**config.mk**
```make
export PLATFORM = sky130hd
export DESIGN_NAME = trigger_arm_force_delay
export DESIGN_NICKNAME = d
export VERILOG_FILES = /design/src/shared/trigger_arm_force_delay_pkg.sv /design/src/verilog/trigger_arm_force_delay.sv
export VERILOG_INCLUDE_DIRS = /design/src /design/src/shared
export SDC_FILE = /design/constraint.sdc
export NUM_CORES = 1
export LEC_CHECK = 0
export BUFFER_PORTS_ARGS = -buffer_cell sky130_fd_sc_hd__buf_4
export CELL_PAD_IN_SITES_DETAIL_PLACEMENT = 1
export CELL_PAD_IN_SITES_GLOBAL_PLACEMENT = 1
export CORE_UTILIZATION = 45
export DETAILED_ROUTE_END_ITERATION = 7
export GPL_TIMING_DRIVEN = 0
export PLACE_DENSITY_LB_ADDON = 0.1
export SETUP_SLACK_MARGIN = 0.05
export SKIP_CTS_REPAIR_TIMING = 1
export SYNTH_ARGS = -nofsm -noshare
export SYNTH_HDL_FRONTEND = slang
export SYNTH_SLANG_ARGS = --single-unit
```
**constraint.sdc**
```tcl
create_clock -name ref_clk -period 15.4 [get_ports ref_clk]
set_clock_uncertainty 0.15 [all_clocks]
set_input_delay 0 -clock ref_clk [delete_from_list [all_inputs] [get_ports ref_clk]]
set_output_delay 0 -clock ref_clk [all_outputs]
set_load 0.02 [all_outputs]
```
**src/shared/trigger_arm_force_delay_params.svh**
```systemverilog
`ifndef TRIGGER_ARM_FORCE_DELAY_PARAMS_SVH
`define TRIGGER_ARM_FORCE_DELAY_PARAMS_SVH

// ----------------------------------------------------------------
// Register offsets
// ----------------------------------------------------------------
`define ADDR_W 16
`define DATA_W 64
`define ADDR_CARD_COMMAND 16'h0064
`define ADDR_TRIGGER_OR_SELECT 16'h9dda
`define ADDR_MAX_DELAY_CAPABILITY 16'h9f60
`define ADDR_TRIGGER_DELAY_COUNT 16'h9f6a

// ----------------------------------------------------------------
// Field positions
// ----------------------------------------------------------------
`define ARM_TRIGGER_CMD_BIT 3
`define FORCE_TRIGGER_CMD_BIT 4
`define DISARM_TRIGGER_CMD_BIT 5
`define SOFTWARE_EVENT_BIT 0
`define OR_W 32
`define DELAY_STEP_BITS 5

// ----------------------------------------------------------------
// Reset values and limits
// ----------------------------------------------------------------
`define OR_SELECT_RESET 32'h0000_0001
`define DELAY_RESET 64'h0000_0000_0000_0000
`define DELAY_MAX 64'h0000_003f_ffff_ffe0
`define CNT_W 38

`endif

```
**src/shared/trigger_arm_force_delay_pkg.sv**
```systemverilog
`include "trigger_arm_force_delay_params.svh"
`default_nettype none
package trigger_arm_force_delay_pkg;

    typedef enum logic [4:0] {
        ST_IDLE = 5'h01,
        ST_SETUP = 5'h02,
        ST_WAIT = 5'h04,
        ST_DELAY = 5'h08,
        ST_POST = 5'h10
    } trigState_e;

    typedef struct packed {
        logic wr;
        logic rd;
        logic [`ADDR_W-1:0] addr;
        logic [`DATA_W-1:0] wdata;
    } regReq_s;

    typedef struct packed {
        trigState_e state;
        logic armed;
        logic [`OR_W-1:0] orMask;
        logic [`DATA_W-1:0] delay;
        logic [`CNT_W-1:0] cnt;
        logic trigEvent;
        logic hubTrigOut;
        logic waiting;
        logic [`DATA_W-1:0] rdData;
        logic rdValid;
    } engState_s;

endpackage
`default_nettype wire

```
**src/verilog/trigger_arm_force_delay.sv**
```systemverilog
// Notes on behaviour
// - Software bit in OR mask triggers at once when started and armed.
// - Start-to-trigger covers board setup plus pre-trigger recording.
// - Force command injects a trigger only while waiting; else ignored.
// - Each force command accepted while waiting makes exactly one trigger event.
// - After a trigger the engine returns to waiting in its programmed mode.
// - Arm command enables recognition of events from enabled sources.
// - Disarm stops recognition of all events except force commands and, in hub mode, the hub result.
// - Engine comes out of reset disarmed.
// - OR mask is read/write and selects events ORed into the decision.
// - Delay stage is last in the chain, after source selection.
// - Hub combines undelayed events; each card delays the result itself.
// - Delay counts sample clocks.
// - Zero delay adds nothing beyond fixed internal latency.
// - Nonzero delay lies in 32..maximum in steps of 32.
// - Read-only capability register reports the largest delay.
// - Delay shifts only the trigger, not the pre/post split.
`include "trigger_arm_force_delay_params.svh"
`default_nettype none

module trigger_arm_force_delay
    import trigger_arm_force_delay_pkg::*;
(
    input wire logic ref_clk,
    input wire logic arst_n,
    input wire regReq_s regReq,
    output logic [`DATA_W-1:0] rdData,
    output logic rdValid,
    input wire logic cardRun,
    input wire logic acqReady,
    input wire logic segmentDone,
    input wire logic [`OR_W-1:0] srcEvents,
    input wire logic hubEnable,
    input wire logic hubTrigIn,
    output logic hubTrigOut,
    output logic trigEvent,
    output logic armed,
    output logic waiting
);

    // ------------------------------------------------------------
    // Reset release
    // ------------------------------------------------------------
    logic [1:0] rstSync_reg;
    logic rstN;

    always_ff @(posedge ref_clk or negedge arst_n) begin
        if (!arst_n) begin
            rstSync_reg <= 2'h0;
        end else begin
            rstSync_reg <= {rstSync_reg[0], 1'b1};
        end
    end

    assign rstN = rstSync_reg[1];

    // ------------------------------------------------------------
    // Register decode
    // ------------------------------------------------------------
    engState_s r_reg;
    engState_s r_next;
    logic cmdWr;
    logic armCmd;
    logic disarmCmd;
    logic forceCmd;
    logic orWr;
    logic delayWr;
    logic [`DATA_W-1:0] delayMasked;
    logic [`OR_W-1:0] eventVec;
    logic orHit;
    logic localHit;
    logic accept;

    assign cmdWr = regReq.wr && (regReq.addr == `ADDR_CARD_COMMAND);
    // Decoded fresh on each write, nothing held afterwards
    assign armCmd = cmdWr && regReq.wdata[`ARM_TRIGGER_CMD_BIT];
    assign disarmCmd = cmdWr && regReq.wdata[`DISARM_TRIGGER_CMD_BIT];
    assign forceCmd = cmdWr && regReq.wdata[`FORCE_TRIGGER_CMD_BIT];
    assign orWr = regReq.wr && (regReq.addr == `ADDR_TRIGGER_OR_SELECT);
    assign delayWr = regReq.wr && (regReq.addr == `ADDR_TRIGGER_DELAY_COUNT);

    // Step of 32 enforced, out-of-range clipped to the maximum
    always_comb begin
        delayMasked = {regReq.wdata[`DATA_W-1:`DELAY_STEP_BITS],
                       {`DELAY_STEP_BITS{1'b0}}};
        if (delayMasked > `DELAY_MAX) begin
            delayMasked = `DELAY_MAX;
        end
    end

    // ------------------------------------------------------------
    // Source selection
    // ------------------------------------------------------------
    // Software event is always present; the mask decides
    always_comb begin
        eventVec = srcEvents;
        eventVec[`SOFTWARE_EVENT_BIT] = 1'b1;
    end

    assign orHit = |(r_reg.orMask & eventVec);
    // Force bypasses the arm gate
    assign localHit = (r_reg.armed && orHit) || forceCmd;
    // Hub mode delays the combined undelayed result instead
    assign accept = (r_reg.state == ST_WAIT) && cardRun &&
                    (hubEnable ? hubTrigIn : localHit);

    // ------------------------------------------------------------
    // Next state
    // ------------------------------------------------------------
    always_comb begin
        r_next = r_reg;
        r_next.trigEvent = 1'b0;
        r_next.hubTrigOut = 1'b0;
        r_next.rdValid = 1'b0;

        if (disarmCmd) begin
            r_next.armed = 1'b0;
        end else if (armCmd) begin
            r_next.armed = 1'b1;
        end
        if (orWr) begin
            r_next.orMask = regReq.wdata[`OR_W-1:0];
        end
        if (delayWr) begin
            r_next.delay = delayMasked;
        end

        if (regReq.rd) begin
            r_next.rdValid = 1'b1;
            case (regReq.addr)
                `ADDR_TRIGGER_OR_SELECT: begin
                    r_next.rdData = {{(`DATA_W-`OR_W){1'b0}}, r_reg.orMask};
                end
                `ADDR_MAX_DELAY_CAPABILITY: begin
                    r_next.rdData = `DELAY_MAX;
                end
                `ADDR_TRIGGER_DELAY_COUNT: begin
                    r_next.rdData = r_reg.delay;
                end
                default: begin
                    r_next.rdData = '0;
                end
            endcase
        end

        case (r_reg.state)
            ST_IDLE: begin
                if (cardRun) begin
                    r_next.state = ST_SETUP;
                end
            end
            ST_SETUP: begin
                if (!cardRun) begin
                    r_next.state = ST_IDLE;
                end else if (acqReady) begin
                    // Waits for setup and pre-trigger fill
                    r_next.state = ST_WAIT;
                end
            end
            ST_WAIT: begin
                // Undelayed local decision goes out to the hub
                r_next.hubTrigOut = cardRun && localHit;
                if (!cardRun) begin
                    r_next.state = ST_IDLE;
                end else if (accept) begin
                    // One event per accept, delay after selection
                    r_next.state = ST_DELAY;
                    r_next.cnt = r_reg.delay[`CNT_W-1:0];
                end
            end
            ST_DELAY: begin
                if (!cardRun) begin
                    r_next.state = ST_IDLE;
                end else if (r_reg.cnt == '0) begin
                    // Only the event moves; sizing is not touched here
                    r_next.trigEvent = 1'b1;
                    r_next.state = ST_POST;
                end else begin
                    r_next.cnt = r_reg.cnt - `CNT_W'(1);
                end
            end
            ST_POST: begin
                if (!cardRun) begin
                    r_next.state = ST_IDLE;
                end else if (segmentDone) begin
                    r_next.state = ST_SETUP;
                end
            end
            default: begin
                r_next.state = ST_IDLE;
            end
        endcase
        r_next.waiting = (r_next.state == ST_WAIT);
    end

    // ------------------------------------------------------------
    // State register
    // ------------------------------------------------------------
    always_ff @(posedge ref_clk or negedge rstN) begin
        if (!rstN) begin
            r_reg.state <= ST_IDLE;
            r_reg.armed <= 1'b0;
            r_reg.orMask <= `OR_SELECT_RESET;
            r_reg.delay <= `DELAY_RESET;
            r_reg.cnt <= '0;
            r_reg.trigEvent <= 1'b0;
            r_reg.hubTrigOut <= 1'b0;
            r_reg.waiting <= 1'b0;
            r_reg.rdData <= '0;
            r_reg.rdValid <= 1'b0;
        end else begin
            r_reg <= r_next;
        end
    end

    assign rdData = r_reg.rdData;
    assign rdValid = r_reg.rdValid;
    assign hubTrigOut = r_reg.hubTrigOut;
    assign trigEvent = r_reg.trigEvent;
    assign armed = r_reg.armed;
    assign waiting = r_reg.waiting;
endmodule

`default_nettype wire

```
==> impl_metrics.env <==
export IMPL_outcome="finished with violations"
export IMPL_failed_checks="negative hold slack"
export IMPL_yosysWarnings=0
export IMPL_routabilityCongestion=0.8539
export IMPL_synth_nets=1124
export IMPL_hold_path_class="primary input to register"
export IMPL_rsz0062_at_grt="no"
export IMPL_switchingPower_w=0.0002759
export IMPL_holdPathStages=4
export IMPL_nets=1389
export IMPL_dpl_hpwl_mm=23.52
export IMPL_routedWlPerCell_um=21.52
export IMPL_drt_iter0_drc=477
export IMPL_synth_edf_count=0
export IMPL_avgViaCountPerCell=5.706
export IMPL_drive_gt1_frac=0.2697
export IMPL_stdcell_area_sq_um=12760
export IMPL_synth_compound_area_frac=0.1701
export IMPL_clk_latency_ns=0.50
export IMPL_vias=8896
export IMPL_synth_simple_area_share=0.1652
export IMPL_hold_viol_final=1
export IMPL_relSlewSlack=0.4244
export IMPL_cts_inserted_buffers=23
export IMPL_core_sq_um=21090
export IMPL_grtUsageTotal=0.2942
export IMPL_fin_ws_ns=11.93
export IMPL_ant_nets=0
export IMPL_initial_core_util=0.4600
export IMPL_clockPowerShare=0.448
export IMPL_r2r_slack_ns=11.93
export IMPL_grt_overflow=0
export IMPL_multi_input_comb_area_sq_um=3685
export IMPL_synth_area_leaders="dfrtp_1 52%, o21ai_0 6.0%, buf_4 5.0%"
export IMPL_fp_dieH_um=148.8
export IMPL_swShare=0.2332
export IMPL_yosys_area_share_adder=0.001290
export IMPL_endpoint_kind="register"
export IMPL_worstReg2RegEnd="r_reg[205]$_DFF_PN0_"
export IMPL_final_setup_viol_count=0
export IMPL_ys_seq_area_frac=0.5291
export IMPL_place_area_sq_um=11550
export IMPL_htree_levels=1
export IMPL_synth_async_sr_flop_share=1.000
export IMPL_cts_root_buf="clkbuf_16"
export IMPL_antenna_found_initial=1
export IMPL_cts_tree="yes"
export IMPL_fill_cells=2354
export IMPL_clk_path_buf_depth=3
export IMPL_vdd_drop_max_uv=70.19
export IMPL_synth_seq_cells=205
export IMPL_tightest_slew_ns=0.8568
export IMPL_post_place_ws_ns=12.30
export IMPL_die_area_sq_um=22150
export IMPL_power_density_nw_per_um2=92.70
export IMPL_start_kind="register"
export IMPL_endpoint="r_reg[205]$_DFF_PN0_"
export IMPL_syn_inst=1002
export IMPL_worstPathMaxFanout=5
export IMPL_crit_start="r_reg[193]$_DFFE_PN0P_"
export IMPL_power_frac_seq=0.469
export IMPL_internal_power_w=0.0009073
export IMPL_synth_cell_type_count=59
export IMPL_largest_register_ffs=134
export IMPL_regArea_sq_um=5136
export IMPL_grt_max_degree=67
export IMPL_synth_top_family_by_area="compound AO/OA/AOI/OAI gates"
export IMPL_yosys_top_cells_count="203 x dfrtp_1, 117 x o21ai_0, 102 x nor2_1, 70 x a21oi_1, 65 x buf_4"
export IMPL_synthXorXnorAreaFrac=0.0009029
export IMPL_pwr_share_comb=0.083
export IMPL_synth_area_mux_share=0.04127
export IMPL_synth_most_common_cell="dfrtp_1"
export IMPL_synth_flop_cell="dfrtp_1"
export IMPL_finalCriticalPeriod_ns=3.466
export IMPL_ff2ff_path_depth=8
export IMPL_die_w_um=148.8
export IMPL_critPathArrivalTime_ns=3.75
export IMPL_cts_sinks=205
export IMPL_p_leak_nw=5.977
export IMPL_fp_row_count=53
export IMPL_clk_pin_slew_ns=0.06
export IMPL_syn_area_per_cell_sq_um=9.681
export IMPL_grt_pass1_vias=9186
export IMPL_tns_ns=0
export IMPL_timing_max_cap_violations=0
export IMPL_drc_errors=0
export IMPL_fmax_ghz=0.2885
export IMPL_io_buffers=188
export IMPL_syn_area_sq_um=9701
export IMPL_finalMaxSlewViolations=0
export IMPL_holdWs_ns=-0.05692
export IMPL_min_from="regReq[67]"
export IMPL_ioPinCount=190
export IMPL_grt_pass1_wl_mm=50.20
export IMPL_regToRegStartpoint="r_reg[193]$_DFFE_PN0P_"
export IMPL_finalCritPeriodShare=0.2251
export IMPL_wirelength_mm=33.55
export IMPL_crit_required_ns=15.69
export IMPL_crit_type="register to register"
export IMPL_drtPass1Iterations=5
export IMPL_area_growth_syn_to_layout_pct=31.57
export IMPL_yosysTopAreaCellShare=0.5237
export IMPL_synth_top_area_cell="dfrtp_1"
==> critical path, stage by stage, from the launching register on <==
cell and delay [ns]:
dfrtp_1 0.45, a22oi_1 0.27, nand4_1 0.17, nor3_1 0.57, a21boi_0 0.26, o31ai_1 0.68
a2bb2oi_1 0.13, dlygate4sd3_1 0.60, nor2b_1 0.11
==> cell type report <==
cell class                 count  area share
tap                          275     0.02696
clock buffer                  37     0.05470
timing repair buffer         240      0.1555
antenna                        1   0.0001961
buffer                       127     0.05803
sequential                   205      0.4024
clock inverter                 4    0.001863
inverter                      39     0.01167
multi-input combinational    631      0.2887
==> metal layers <==
metal | global-route usage | routed length (um) | up-vias
met3 | 0.03547 | 1914 | 62
li1 | - | - | 4008
met2 | 0.4888 | 16340 | 350
met5 | 0 | 0 | -
met4 | 0.09898 | 921 | 0
met1 | 0.3995 | 14380 | 4476
==> power groups by stage <==
| stage | registers [W] | clock network [W] | logic (W) |
|---|---|---|---|
| after global routing | 0.000555 | 0.000557 | 0.000106 |
| final | 0.000554 | 0.000530 | 0.0000983 |
| after global placement | 0.000572 | 0 | 0.0000752 |
| after floorplan | 0.000567 | 0 | 0.0000328 |
| after CTS | 0.000554 | 0.000536 | 0.0000882 |
| after detailed placement | 0.000564 | 0 | 0.0000876 |
==> worst min path at each step <==
stage	end	slack, ns
6_report	rdData[6]$_DFFE_PN0P_	-0.06
5_1_grt	r_reg[112]$_DFFE_PN0P_	0.03
4_1_cts	rstSync_reg[1]$_DFF_PN0_	-0.88
3_5_place_dp	rstSync_reg[0]$_DFF_PN0_	-0.36
3_3_place_gp	rstSync_reg[0]$_DFF_PN0_	-0.37
2_1_floorplan	rstSync_reg[0]$_DFF_PN0_	-0.45
==> cells by family (layout without fill, tap and decap cells) <==
group / count (synthesis) / in the layout
and+or+nand+nor: 317 / 317
xor gates and xnor gates: 1 / 1
buffers and inverters: 166 / 447
muxes: 36 / 36
AOI/OAI and AO/OA: 275 / 275
DFF: 205 / 205
other: 1 / 2
adders and majority gates: 1 / 1
==> metrics by stage <==
step                power (W)  utilization  cells
finish               0.001183       0.6053   1559
global route         0.001218       0.6053   1559
CTS                  0.001178       0.5819   1509
detailed placement  0.0006514       0.5476   1468
global placement    0.0006468       0.5433   1465
floorplan           0.0006001            -   1002
==> cells in the final DEF, fill, tap and decap left out, types with 4 or more instances in the layout <==
master,synthesis,routed
dlygate4sd3_1,0,49
inv_1,38,38
nand2b_1,7,7
buf_1,6,6
a221oi_1,31,31
a22o_1,4,4
nor2_1,102,102
o21ai_0,117,117
or3_1,6,6
a32oi_1,11,11
a22oi_1,18,18
nand4_1,6,6
clkbuf_8,0,7
clkbuf_16,0,23
clkbuf_1,50,57
o21ai_1,5,5
and3_1,5,5
dfrtp_1,203,202
a21oi_1,70,70
nand2_1,52,52
or4_1,4,4
buf_4,65,253
nor3_1,20,20
and2_1,32,32
nand3_1,43,43
mux2_2,32,32
nor4_1,15,15
mux2i_1,4,4
No activity file was read; power rests on OpenSTA's default activity.
